**src/design/seq_pkg.sv**
```systemverilog
package seq_pkg;

    // ****************************************************************
    // channel count and counter width
    // ****************************************************************
    localparam int NUM_CH = 4;
    localparam int CNT_W  = 32;

    // ****************************************************************
    // timing figures, clock rate and derived cycle counts
    // ****************************************************************
    localparam int CLK_PERIOD_NS    = 50;
    localparam int DLY_MIN_NS       = 40000;
    localparam int DISCHARGE_NS     = 40000;
    localparam int PGT_BASE_NS      = 5000;
    localparam int FAULT_PULSE_NS   = 80000;
    localparam int RESET_TIMEOUT_MS = 100;
    localparam int NS_PER_PF        = 125;   // 125 kohm times one picofarad

    localparam int DISCHARGE_CYC = (DISCHARGE_NS + CLK_PERIOD_NS - 1) / CLK_PERIOD_NS;
    localparam int FAULT_PULSE_CYC = (FAULT_PULSE_NS + CLK_PERIOD_NS - 1) / CLK_PERIOD_NS;
    localparam int RESET_TIMEOUT_CYC = (RESET_TIMEOUT_MS * 1000000) / CLK_PERIOD_NS;

    // ****************************************************************
    // reset values and index encoding
    // ****************************************************************
    localparam logic [3:0] CH_NONE  = 4'h0;
    localparam logic [2:0] NONE_IDX = 3'h4;   // bit 2 set: no channel found

    // ****************************************************************
    // sequencer states, one-hot
    // ****************************************************************
    typedef enum logic [8:0] {
        S_INIT    = 9'h001,
        S_IDLE    = 9'h002,
        S_UP_DLY  = 9'h004,
        S_UP_PG   = 9'h008,
        S_RST     = 9'h010,
        S_ON      = 9'h020,
        S_DN_DLY  = 9'h040,
        S_DN_WAIT = 9'h080,
        S_FAULT   = 9'h100
    } seq_state_t;

    // delay is the larger of the floor and the capacitor charge time
    function automatic int dly_cycles(input int cap_pf);
        int ns;
        ns = (NS_PER_PF * cap_pf > DLY_MIN_NS) ? NS_PER_PF * cap_pf : DLY_MIN_NS;
        return (ns + CLK_PERIOD_NS - 1) / CLK_PERIOD_NS;
    endfunction : dly_cycles

    // power-good window is a fixed base plus the capacitor charge time
    function automatic int pgt_cycles(input int cap_pf);
        int ns;
        ns = PGT_BASE_NS + NS_PER_PF * cap_pf;
        return (ns + CLK_PERIOD_NS - 1) / CLK_PERIOD_NS;
    endfunction : pgt_cycles

endpackage : seq_pkg

```
**src/design/cycle_timer.sv**
```systemverilog
`timescale 1ns/1ps
module cycle_timer
    import seq_pkg::*;
(
    input  wire logic             clk_i,
    input  wire logic             arst_n_i,
    input  wire logic             run_i,
    input  wire logic [CNT_W-1:0] limit_i,
    output logic                  expired_o
);
    logic [CNT_W-1:0] cnt;

    // expired from the limit-th cycle of run onward; a limit of 0 acts as 1
    assign expired_o = run_i && ((cnt + CNT_W'(1)) >= limit_i);

    // counts while running, saturates at expiry, clears when run drops
    always_ff @(posedge clk_i or negedge arst_n_i) begin
        if (!arst_n_i) begin
            cnt <= '0;
        end else if (!run_i) begin
            cnt <= '0;
        end else if (!expired_o) begin
            cnt <= cnt + CNT_W'(1);
        end
    end
endmodule : cycle_timer

```
**src/design/input_edge.sv**
```systemverilog
`timescale 1ns/1ps
module input_edge (
    input  wire logic clk_i,
    input  wire logic arst_n_i,
    input  wire logic level_i,
    output logic      rise_o,
    output logic      fall_o
);
    logic prev;

    // comparator output is already digital; only its change matters
    assign rise_o = level_i && !prev;
    assign fall_o = !level_i && prev;

    always_ff @(posedge clk_i or negedge arst_n_i) begin
        if (!arst_n_i) begin
            prev <= 1'b0;
        end else begin
            prev <= level_i;
        end
    end
endmodule : input_edge

```
**src/design/power_sequencer.sv**
```systemverilog
`timescale 1ns/1ps
// Behaviour
// - init marks channels with high feedback skipped
// - skipped channels get no delay, timer, fault
// - all skipped gives done and power ok
// - skip decisions redone after every fault
// - turn-on and turn-off act on edges
// - turn-on rising edge starts power-on
// - turn-off falling edge starts reverse power-down
// - other edges of both inputs ignored
// - turn-on drop or re-rise mid-sequence faults
// - delay timer runs then next channel enables
// - delay scales with capacitance, forty microsecond floor
// - delay timer discharges before timing again
// - missed power-good window raises fault
// - feedback crossing stops timer, proceed at once
// - power-good timer only during power-on
// - power-good window base plus capacitance term
// - any fault pulls shared fault line low
// - enable each channel one delay after previous
// - disable each one delay after following drops
// - one-shot fault pulse, undervoltage holds low
// - external fault line low forces all off
module power_sequencer
    import seq_pkg::*;
#(
    parameter int DELAY_CAP_PF  = 0,
    parameter int PGT_CAP_PF    = 0,
    parameter int RESET_TIMEOUT = RESET_TIMEOUT_CYC
) (
    input  wire logic        CLK_SYS_I,
    input  wire logic        ARST_N_I,
    input  wire logic        TURN_ON_I,
    input  wire logic        TURN_OFF_N_I,
    input  wire logic [3:0]  FEEDBACK_I,
    input  wire logic        UNDERVOLTAGE_I,
    input  wire logic        FAULT_N_I,
    output logic             FAULT_N_O,
    output logic             FAULT_N_OE_O,
    output logic [3:0]       SUPPLY_EN_O,
    output logic [3:0]       CHANNEL_SKIP_O,
    output logic             DONE_O,
    output logic             POWER_OK_O
);

    // ****************************************************************
    // timer limits
    // ****************************************************************
    localparam logic [CNT_W-1:0] DLY_LIM = CNT_W'(dly_cycles(DELAY_CAP_PF));
    localparam logic [CNT_W-1:0] PGT_LIM = CNT_W'(pgt_cycles(PGT_CAP_PF));
    localparam logic [CNT_W-1:0] DIS_LIM = CNT_W'(DISCHARGE_CYC);
    // one extra count: the expiry cycle itself no longer drives the line
    localparam logic [CNT_W-1:0] PUL_LIM = CNT_W'(FAULT_PULSE_CYC + 1);
    localparam logic [CNT_W-1:0] RST_LIM = CNT_W'(RESET_TIMEOUT);

    // ****************************************************************
    // state and registers
    // ****************************************************************
    seq_state_t state;
    seq_state_t next_state;
    logic [3:0] skip;
    logic [3:0] en;
    logic [3:0] mon;
    logic [1:0] cur;
    logic       done;
    logic       power_ok_output;
    logic       discharging;
    logic       uv_flag;

    // lowest unskipped channel at or above a start index
    function automatic logic [2:0] pick_up(input logic [3:0] m, input logic [2:0] from);
        logic [2:0] r;
        r = NONE_IDX;
        for (int i = NUM_CH - 1; i >= 0; i--) begin
            if (!m[i] && (3'(i) >= from)) begin
                r = 3'(i);
            end
        end
        return r;
    endfunction : pick_up

    // highest unskipped channel at or below a start index
    function automatic logic [2:0] pick_dn(input logic [3:0] m, input logic [2:0] from);
        logic [2:0] r;
        r = NONE_IDX;
        for (int i = 0; i < NUM_CH; i++) begin
            if (!m[i] && (3'(i) <= from)) begin
                r = 3'(i);
            end
        end
        return r;
    endfunction : pick_dn

    // ****************************************************************
    // input edges
    // ****************************************************************
    wire on_rise;
    wire off_fall;

    // only the rising turn-on and falling turn-off edges are used
    input_edge u_on_edge (
        .clk_i    (CLK_SYS_I),
        .arst_n_i (ARST_N_I),
        .level_i  (TURN_ON_I),
        .rise_o   (on_rise),
        .fall_o   ()
    );

    input_edge u_off_edge (
        .clk_i    (CLK_SYS_I),
        .arst_n_i (ARST_N_I),
        .level_i  (TURN_OFF_N_I),
        .rise_o   (),
        .fall_o   (off_fall)
    );

    // ****************************************************************
    // state decode and channel selection
    // ****************************************************************
    wire st_init   = (state == S_INIT);
    wire st_idle   = (state == S_IDLE);
    wire st_up_dly = (state == S_UP_DLY);
    wire st_up_pg  = (state == S_UP_PG);
    wire st_rst    = (state == S_RST);
    wire st_on     = (state == S_ON);
    wire st_dn_dly = (state == S_DN_DLY);
    wire st_dn_wt  = (state == S_DN_WAIT);
    wire st_fault  = (state == S_FAULT);

    wire       fb_cur   = FEEDBACK_I[cur];
    wire       all_skip = &skip;
    wire [2:0] up_first = pick_up(skip, 3'h0);
    wire [2:0] up_next  = pick_up(skip, {1'b0, cur} + 3'h1);
    wire [2:0] dn_first = pick_dn(skip, 3'h3);
    wire [2:0] dn_next  = (cur == 2'h0) ? NONE_IDX : pick_dn(skip, {1'b0, cur} - 3'h1);

    // ****************************************************************
    // timers
    // ****************************************************************
    wire dly_exp;
    wire dis_exp;
    wire pgt_exp;
    wire rst_exp;
    wire pul_exp;

    // delay may not restart until the previous discharge has finished
    wire dly_run = (st_up_dly || st_dn_dly) && !discharging;

    cycle_timer u_dly (
        .clk_i     (CLK_SYS_I),
        .arst_n_i  (ARST_N_I),
        .run_i     (dly_run),
        .limit_i   (DLY_LIM),
        .expired_o (dly_exp)
    );

    cycle_timer u_dis (
        .clk_i     (CLK_SYS_I),
        .arst_n_i  (ARST_N_I),
        .run_i     (discharging),
        .limit_i   (DIS_LIM),
        .expired_o (dis_exp)
    );

    // power-good window runs only while waiting for a rising channel
    cycle_timer u_pgt (
        .clk_i     (CLK_SYS_I),
        .arst_n_i  (ARST_N_I),
        .run_i     (st_up_pg),
        .limit_i   (PGT_LIM),
        .expired_o (pgt_exp)
    );

    cycle_timer u_rst (
        .clk_i     (CLK_SYS_I),
        .arst_n_i  (ARST_N_I),
        .run_i     (st_rst),
        .limit_i   (RST_LIM),
        .expired_o (rst_exp)
    );

    cycle_timer u_pul (
        .clk_i     (CLK_SYS_I),
        .arst_n_i  (ARST_N_I),
        .run_i     (st_fault),
        .limit_i   (PUL_LIM),
        .expired_o (pul_exp)
    );

    // ****************************************************************
    // fault detection
    // ****************************************************************
    // mid-sequence turn-on must stay high; a drop or re-rise aborts
    wire seq_active  = st_up_dly || st_up_pg;
    wire seq_fault   = seq_active && (!TURN_ON_I || on_rise);
    // feedback wins over a timer expiring in the same cycle
    wire pgt_fault   = st_up_pg && pgt_exp && !fb_cur;
    wire mon_fail    = |(mon & ~FEEDBACK_I);
    wire uv_hit      = UNDERVOLTAGE_I && (st_rst || st_on);
    wire ext_fault   = !FAULT_N_I;
    wire fault_req   = !st_fault &&
                       (ext_fault || mon_fail || uv_hit || seq_fault || pgt_fault);
    // undervoltage holds the line; every other cause gives a one-shot
    wire fault_drive = st_fault && (uv_flag ? UNDERVOLTAGE_I : !pul_exp);
    wire fault_done  = st_fault && !fault_drive && FAULT_N_I;

    // ****************************************************************
    // next-state logic
    // ****************************************************************
    always_comb begin
        next_state = state;
        unique case (state)
            S_INIT: begin
                next_state = (&FEEDBACK_I) ? S_ON : S_IDLE;
            end
            S_IDLE: begin
                if (on_rise) begin
                    next_state = up_first[2] ? S_ON : S_UP_DLY;
                end
            end
            S_UP_DLY: begin
                if (dly_exp) begin
                    next_state = S_UP_PG;
                end
            end
            S_UP_PG: begin
                if (fb_cur) begin
                    next_state = up_next[2] ? S_RST : S_UP_DLY;
                end
            end
            S_RST: begin
                if (rst_exp) begin
                    next_state = S_ON;
                end
            end
            S_ON: begin
                if (off_fall) begin
                    next_state = dn_first[2] ? S_IDLE : S_DN_DLY;
                end
            end
            S_DN_DLY: begin
                if (dly_exp) begin
                    next_state = dn_next[2] ? S_IDLE : S_DN_WAIT;
                end
            end
            S_DN_WAIT: begin
                if (!fb_cur) begin
                    next_state = S_DN_DLY;
                end
            end
            S_FAULT: begin
                if (fault_done) begin
                    next_state = S_INIT;
                end
            end
            default: begin
                next_state = S_INIT;
            end
        endcase
        if (fault_req) begin
            next_state = S_FAULT;
        end
    end

    always_ff @(posedge CLK_SYS_I or negedge ARST_N_I) begin
        if (!ARST_N_I) begin
            state <= S_INIT;
        end else begin
            state <= next_state;
        end
    end

    // ****************************************************************
    // channel pointer and skip mask
    // ****************************************************************
    always_ff @(posedge CLK_SYS_I or negedge ARST_N_I) begin
        if (!ARST_N_I) begin
            cur  <= 2'h0;
            skip <= CH_NONE;
        end else begin
            if (st_init) begin
                skip <= FEEDBACK_I;
            end
            if (st_idle && on_rise) begin
                cur <= up_first[1:0];
            end else if (st_up_pg && fb_cur && !up_next[2]) begin
                cur <= up_next[1:0];
            end else if (st_on && off_fall) begin
                cur <= dn_first[1:0];
            end else if (st_dn_wt && !fb_cur) begin
                cur <= dn_next[1:0];
            end
        end
    end

    // ****************************************************************
    // enables and supervision mask
    // ****************************************************************
    always_ff @(posedge CLK_SYS_I or negedge ARST_N_I) begin
        if (!ARST_N_I) begin
            en  <= CH_NONE;
            mon <= CH_NONE;
        end else if (fault_req || st_fault) begin
            en  <= CH_NONE;
            mon <= CH_NONE;
        end else begin
            if (st_up_dly && dly_exp) begin
                en[cur] <= 1'b1;
            end
            if (st_up_pg && fb_cur) begin
                mon[cur] <= 1'b1;
            end
            if (st_dn_dly && dly_exp) begin
                en[cur]  <= 1'b0;
                mon[cur] <= 1'b0;
            end
        end
    end

    // ****************************************************************
    // done and power ok
    // ****************************************************************
    wire set_done = (st_init && (&FEEDBACK_I)) || (st_idle && on_rise && up_first[2]) ||
                    (st_up_pg && fb_cur && up_next[2]);
    wire clr_done = (st_dn_dly && dly_exp && dn_next[2]) || (st_on && off_fall && dn_first[2]);
    wire set_pok  = (st_init && (&FEEDBACK_I)) || (st_idle && on_rise && up_first[2]) ||
                    rst_exp;

    always_ff @(posedge CLK_SYS_I or negedge ARST_N_I) begin
        if (!ARST_N_I) begin
            done <= 1'b0;
            power_ok_output  <= 1'b0;
        end else if (fault_req || st_fault) begin
            done <= 1'b0;
            power_ok_output  <= 1'b0;
        end else begin
            done <= (done || set_done) && !clr_done;
            power_ok_output  <= (power_ok_output || set_pok) && !(st_on && off_fall);
        end
    end

    // ****************************************************************
    // discharge interval and fault cause
    // ****************************************************************
    always_ff @(posedge CLK_SYS_I or negedge ARST_N_I) begin
        if (!ARST_N_I) begin
            discharging <= 1'b0;
            uv_flag     <= 1'b0;
        end else begin
            if (dly_exp) begin
                discharging <= 1'b1;
            end else if (dis_exp) begin
                discharging <= 1'b0;
            end
            if (fault_req) begin
                uv_flag <= uv_hit;
            end
        end
    end

    // ****************************************************************
    // outputs
    // ****************************************************************
    assign FAULT_N_O      = 1'b0;
    assign FAULT_N_OE_O   = fault_drive;
    assign SUPPLY_EN_O    = en;
    assign CHANNEL_SKIP_O = skip;
    assign DONE_O         = done;
    assign POWER_OK_O     = power_ok_output;
endmodule : power_sequencer

```
**config.mk**
```make
export PLATFORM = sky130hd
export DESIGN_NAME = power_sequencer
export DESIGN_NICKNAME = d
export VERILOG_FILES = /design/src/design/seq_pkg.sv /design/src/design/cycle_timer.sv /design/src/design/input_edge.sv /design/src/design/power_sequencer.sv
export SDC_FILE = /design/constraint.sdc
export NUM_CORES = 1
export LEC_CHECK = 0
export BUFFER_PORTS_ARGS = -buffer_cell sky130_fd_sc_hd__buf_2
export CAP_MARGIN = 20
export CELL_PAD_IN_SITES_DETAIL_PLACEMENT = 0
export CELL_PAD_IN_SITES_GLOBAL_PLACEMENT = 1
export CORE_ASPECT_RATIO = 0.5
export CORE_MARGIN = 4
export CORE_UTILIZATION = 35
export DETAILED_ROUTE_END_ITERATION = 10
export PLACE_DENSITY = 0.63
export SETUP_SLACK_MARGIN = 0.05
export SYNTH_ARGS = -nofsm -noshare
export SYNTH_HDL_FRONTEND = slang
export SYNTH_SLANG_ARGS = --single-unit
```
**constraint.sdc**
```tcl
create_clock -name CLK_SYS_I -period 3.2 [get_ports CLK_SYS_I]
set_input_delay 0 -clock CLK_SYS_I [delete_from_list [all_inputs] [get_ports CLK_SYS_I]]
set_output_delay 0 -clock CLK_SYS_I [all_outputs]
set_load 0.02 [all_outputs]
```
Word level (Yosys, flattened, before mapping)
Cells that the tools add are included.
{"block": "word_totals", "reg_bits": 189, "inputBits": 10, "output_inout_bits": 12, "word_cells": 206}
{"block": "op_classes", "add_sub_neg": 7, "order_cmp": 15, "eq_ne": 22, "n_mux": 63, "bitwise": 7, "reduce_logical": 76}
{"cell": "two-way mux 32 bit", "count": 10}
{"cell": "adder 32 x 1 -> 32 bit (second input constant)", "count": 5}
{"cell": "two-way mux 9 bit", "count": 9}
{"cell": "case mux 9 bit (9 select lines)", "count": 1}
{"cell": ">= comparator 32 x 10 -> 1 bit (second input constant)", "count": 2}
{"cell": "two-way mux 3 bit", "count": 17}
{"cell": "logical AND 1 bit", "count": 39}
{"cell": ">= comparator 32 x 11 -> 1 bit (second input constant)", "count": 1}
{"cell": ">= comparator 32 x 21 -> 1 bit (second input constant)", "count": 1}
{"cell": ">= comparator 32 x 7 -> 1 bit (second input constant)", "count": 1}
{"cell": "two-way mux 4 bit", "count": 8}
{"cell": "zero test 1 bit", "count": 16}
{"cell": "logical OR 1 bit", "count": 15}
{"cell": "!= test 3 x 1 -> 1 bit (second input constant)", "count": 5}
{"cell": "AND 4 bit", "count": 3}
{"cell": "two-way mux 6 bit", "count": 2}
{"cell": "!= test 2 bit (second input constant)", "count": 5}
{"cell": "== test 9 x 1 -> 1 bit (second input constant)", "count": 1}
{"cell": "== test 9 x 2 -> 1 bit (second input constant)", "count": 1}
{"cell": "== test 9 x 3 -> 1 bit (second input constant)", "count": 1}
{"cell": "== test 9 x 4 -> 1 bit (second input constant)", "count": 1}
{"cell": "== test 9 x 5 -> 1 bit (second input constant)", "count": 1}
{"cell": "== test 9 x 6 -> 1 bit (second input constant)", "count": 1}
{"cell": "== test 9 x 7 -> 1 bit (second input constant)", "count": 1}
{"cell": "26 further kinds", "count": 43}

Logic depth before layout (Yosys ltp)
{"block": "depth", "word_depth": 13, "ltp_mapped": 13, "mapped_depth_nobuf": 11}

Hierarchy
From an unflattened synthesis, not the netlist that was laid out.
{"block": "hier_totals", "hier_cells": 2005, "area_unflattened_um2": 17222.8}
{"mod": "cycle_timer at u_dis ...", "instances": 4, "cells_per_inst": 353, "area_per_inst_um2": 3054.2, "seq_area_each_um2": 800.8}
{"mod": "cycle_timer at u_pul", "instances": 1, "cells_per_inst": 356, "area_per_inst_um2": 2955.3, "seq_area_each_um2": 800.8}
{"mod": "power_sequencer", "instances": 1, "cells_per_inst": 231, "area_per_inst_um2": 1970.6, "seq_area_each_um2": 676.9}
{"mod": "input_edge", "instances": 2, "cells_per_inst": 3, "area_per_inst_um2": 40.0, "seq_area_each_um2": 25.0}

Worst setup path after synthesis
OpenSTA, ideal clock, no wires.
{"block": "synth_timing", "path_kind": "register to register", "from": "reg u_dly.cnt[2]", "to": "reg state[6]", "setup_ps": 123, "t_arrival_ps": 3054, "required_time_ps": 3077, "path_slack_ps": 23, "stages_incl_launch_ff": 11, "n_path_buf": 1, "period_less_slack_ps": 3177, "path_cell_list": "dfrtp_1 > nand3_1 > or4_1 > buf_2 > or3_4 > or4_1 > a32o_2 > nor4_4 > a221o_1 > a21oi_1 > o221a_1"}
{"block": "synth_between", "elab_chain_cells": 5, "word_cells_on_any_way": 6, "cone_classes": "1 x add/sub; 1 x order compare; 2 x eq/ne; 2 x reduce/logical"}
{"element": "start, declared", "line": "cycle_timer.sv:11", "text": "logic [CNT_W-1:0] cnt;"}
{"element": "start signal, assigned", "line": "cycle_timer.sv:23", "text": "cnt <= cnt + CNT_W'(1);"}
{"element": "adder 32 x 1 -> 32 bit *", "line": "cycle_timer.sv:14", "text": "assign expired_o = run_i && ((cnt + CNT_W'(1)) >= limit_i);"}
{"element": ">= comparator 32 x 10 -> 1 bit *", "line": "cycle_timer.sv:14"}
{"element": "logical AND 1 bit *", "line": "cycle_timer.sv:14"}
{"element": "!= test 3 x 1 -> 1 bit (no line)"}
{"element": "AND reduction 8 bit (no line) *"}
{"element": "end signal, assigned", "line": "power_sequencer.sv:269", "text": "state <= next_state;"}
{"element": "end, declared", "line": "power_sequencer.sv:59", "text": "seq_state_t state;"}
Mark *: on every way between the ends. The rest lies on a longest branch, timed or not.
A chain may end at the register's enable or synchronous reset.

Worst setup path after layout
{"block": "layout_timing", "from": "reg u_dly.cnt[0]", "to": "reg state[6]"}
Same word-level chain as after synthesis.

==> out/results.tsv <==
metric	value	unit
critical_path_depth	11	
antenna_found_initial	1	
setup_ws	0.0356	ns
worst_setup_hold_path_clk_slew	0.07	ns
first_global_vias	9324	
globalRouteOverflowTotal	0	
worst-endpoint-arrival	3.49	ns
route.vias.total	9668	
start_util	0.361	
mappedNetlistArea	11100	sq um
mostFrequentLayoutCells	sky130_fd_sc_hd__dfrtp_1 (186), sky130_fd_sc_hd__buf_4 (143), sky130_fd_sc_hd__nor2_1 (109)	
final_net_count	1398	
cp_slowest_stage_delay	0.55	ns
clock_insertion_delay_worst_skew	0.44	ns
power.total	5.60	mW
layout.cells.most_common	sky130_fd_sc_hd__dfrtp_1	
worstSetupStartpoint	u_dly.cnt[0]	
yosysSeqAreaShare	0.426	
post_route_cells_drive_above_1_share	0.201	
crit-reg2reg-capture	state[6]	
cp.buffers_inverters	2	
avgViaCountPerCell	5.35	
cts_tree	built	
report.final.setup_viol	0	
timing.final.hold_violations	0	
grtUsageTotal	0.162	
utilization	0.442	
crit_path_end_kind	flip-flop	
fp.dieW	260	um
clock_tree.htree_level_count	4	
dr.first_iter.drc_count	582	
place_area	12500	sq um
drv_slew	0	
fin_crit_sh	0.989	
die_area	34800	sq um
synth_cell_type_count	85	
drc	0	
area_of_all_placed_cells_without_fillers	13600	sq um
postSynthNetCount	1257	
final_gp_congestion	0.837	
power_density	412	nW/um^2
multi_input_area	6260	sq um
status	finished clean	
design.portCount	22	
worstSetupStartpointType	flip-flop	
clock_sinks	189	
num_rows	45	
global_route_wire_length_before_repair	46900	um
die_y	134	um
worst_clk_skew	0.00858	ns
r2r_slack	0.04	ns
yosys_warnings	0	
floorplan.core_area	30800	sq um
detailedPlace.worstSlack	-0.122	ns
timing.critical_path.fanout_max	7	
layout.area.seq	4730	sq um
critPathSlowestCell	sky130_fd_sc_hd__or4_4	
dp.final_hpwl	20100	um
dominantRegCellSynth	sky130_fd_sc_hd__dfrtp_1	
critPathKind	reg -> reg	
critical_path_capture_point	state[6]	
worst_path_dominant_cell_family	simple AND/OR/NAND/NOR gates	
finalHoldWorstSlack	0.0767	ns
cap_viol_max_count	0	
synth_enable_flop_cells	0	
fillers	2965	
worst_hold_path_type	in -> reg	
timing.fmax	316	MHz
syn-mean-instance-area	9.01	sq um
cp_cell_sequence	nand2_2 -> or4_4 -> buf_4 -> o31a_1 -> nor4b_2 -> nand4_1 -> nor4_4 -> buf_12 -> a221o_1 -> a21oi_2 -> o221a_1	
layout_min_cycle_time	3.16	ns
routed_wirelength	28200	um
worst_margin_pin_slew	0.908	ns
place.port_buffers	20	
drt_pre_antenna_iters	5	
route.antenna.remaining_nets	0	
leakage_component_of_the_power	5.91	nW
grt_start_max_net_pins	108	
synthCells	1232	
synth_seq_cells	189	
root_buffer_master	sky130_fd_sc_hd__clkbuf_16	
irDropWorstVdd	0.000382	V
routed_wire_length_per_instance	15.6	um
ys_async_sr_fraction	1.00	
antennaDiodeCount	0	
required	3.53	ns
synthToLayoutAreaGrowth	22.5	%
slew_headroom	0.395	
max_root_sink_buffers	2	
number_of_buffers_added_by_the_clock_tree_synthesis_step	17	
worstRegToRegCells	11	
setup_repair_after_global_routing_missed_its_margin	yes	
worst_r2r_startpoint	u_dly.cnt[0]	
[worst min-delay path by stage]
stage | slack (ns) | endpoint | startpoint | cells after the start
2_1_floorplan | -0.30 | CHANNEL_SKIP_O[0] | ARST_N_I | 0
5_1_grt | 0.08 | DONE_O | FAULT_N_I | 4
3_5_place_dp | 0.15 | u_off_edge.prev | TURN_OFF_N_I | 1
3_3_place_gp | 0.15 | u_off_edge.prev | TURN_OFF_N_I | 1
6_report | 0.08 | DONE_O | FAULT_N_I | 4
4_1_cts | 0.05 | DONE_O | FAULT_N_I | 4
[synthesized netlist by cell type (4+ instances only)]
library cell | number | share of area
sky130_fd_sc_hd__dfrtp_1 | 188 | 0.42
sky130_fd_sc_hd__nor2_1 | 113 | 0.038
sky130_fd_sc_hd__nand2_1 | 84 | 0.028
sky130_fd_sc_hd__and2_1 | 79 | 0.045
sky130_fd_sc_hd__and3_1 | 65 | 0.037
sky130_fd_sc_hd__nor3_1 | 60 | 0.027
sky130_fd_sc_hd__nand3_1 | 58 | 0.026
sky130_fd_sc_hd__nand4_1 | 54 | 0.030
sky130_fd_sc_hd__clkbuf_1 | 45 | 0.015
sky130_fd_sc_hd__o21ai_0 | 39 | 0.018
sky130_fd_sc_hd__xor2_1 | 38 | 0.030
sky130_fd_sc_hd__inv_1 | 36 | 0.012
sky130_fd_sc_hd__nor4_1 | 33 | 0.019
sky130_fd_sc_hd__xnor2_1 | 33 | 0.026
sky130_fd_sc_hd__a21oi_1 | 32 | 0.014
sky130_fd_sc_hd__and4_1 | 16 | 0.013
sky130_fd_sc_hd__or3_1 | 16 | 0.0090
sky130_fd_sc_hd__ha_1 | 15 | 0.017
sky130_fd_sc_hd__a31oi_1 | 14 | 0.0079
sky130_fd_sc_hd__mux2i_1 | 13 | 0.012
sky130_fd_sc_hd__or4_1 | 12 | 0.0081
sky130_fd_sc_hd__nor2b_1 | 10 | 0.0056
sky130_fd_sc_hd__a211oi_1 | 9 | 0.0061
sky130_fd_sc_hd__o22ai_1 | 9 | 0.0051
sky130_fd_sc_hd__buf_2 | 8 | 0.0036
sky130_fd_sc_hd__o31ai_1 | 8 | 0.0054
sky130_fd_sc_hd__mux2_2 | 7 | 0.0071
sky130_fd_sc_hd__nand2b_1 | 7 | 0.0039
sky130_fd_sc_hd__nor3b_1 | 7 | 0.0047
sky130_fd_sc_hd__o2111ai_1 | 7 | 0.0055
sky130_fd_sc_hd__a211o_1 | 6 | 0.0047
sky130_fd_sc_hd__nand4b_1 | 6 | 0.0047
sky130_fd_sc_hd__o211ai_1 | 5 | 0.0034
sky130_fd_sc_hd__o31a_1 | 5 | 0.0039
sky130_fd_sc_hd__a22oi_1 | 4 | 0.0027
sky130_fd_sc_hd__nor3_2 | 4 | 0.0036
sky130_fd_sc_hd__o21a_1 | 4 | 0.0027
sky130_fd_sc_hd__or2_2 | 4 | 0.0023
[sequential cells by signal (all words and copies together), names as in the netlist]
name / flops
POWER_OK_O: 1
u_on_edge.prev: 1
discharging: 1
u_dly.cnt: 32
CHANNEL_SKIP_O: 4
uv_flag: 1
u_rst.cnt: 32
u_off_edge.prev: 1
DONE_O: 1
cur: 2
state: 9
u_dis.cnt: 32
SUPPLY_EN_O: 4
mon: 4
u_pul.cnt: 32
u_pgt.cnt: 32
[metrics by stage]
stage               setup TNS, ns  instances
global placement          -0.0701       1753
detailed placement          -2.84       1753
finish                          0       1808
CTS                       -0.0275       1797
global route               -0.464       1808
floorplan                       0       1232
[power breakdown]
part | internal (mW) | switching [mW] | total (mW) | leakage [nW]
clock network | 1.19 | 0.951 | 2.14 | 0.279
logic | 0.325 | 0.576 | 0.901 | 3.01
registers | 2.46 | 0.0974 | 2.56 | 2.62
[layout make-up]
class	instances	share of cell area
Multi-Input combinational cell	950	0.460
Sequential cell	189	0.348
Timing Repair Buffer	178	0.100
Tap cell	423	0.0389
Clock buffer	21	0.0339
Inverter	37	0.0102
Clock inverter	10	0.00856
[layer usage]
layer / global-route usage / part of all wire / up-vias
met5: 0 / 0.00046 / -
met4: 0.0422 / 0.012 / 2
met3: 0.0313 / 0.031 / 29
met2: 0.260 / 0.46 / 129
met1: 0.227 / 0.50 / 4708
li1: - / - / 4800
[worst register-to-register path: cells and delay by family, from the launching register on]
family | cells | cell delay (ns)
AND/OR/NAND/NOR | 5 | 1.49
flip-flops | 1 | 0.39
AO/OA/AOI/OAI | 4 | 0.81
buffers and inverters | 2 | 0.35
[logic make-up (layout without fill, tap and decap cells)]
| group | Yosys count | in the layout | share of synthesized area |
|---|---|---|---|
| AND/OR/NAND/NOR | 651 | 651 | 0.325 |
| XOR/XNOR | 71 | 71 | 0.0560 |
| AO/OA/AOI/OAI | 191 | 191 | 0.120 |
| flip-flops | 189 | 189 | 0.426 |
| multiplexers | 21 | 21 | 0.0208 |
| buffers and inverters | 93 | 246 | 0.0340 |
| adder cells (fa/ha/maj) | 15 | 15 | 0.0169 |
| other | 1 | 1 | 0.000338 |
[timing repair]
item	in CTS	in global routing
hold buffers	8	0
setup endpoints to repair	63	136
pin swaps	1	22
setup buffers	5	11
gates resized for setup	8	52
hold endpoints to repair	109	0
(Power assumes the default switching activity.)
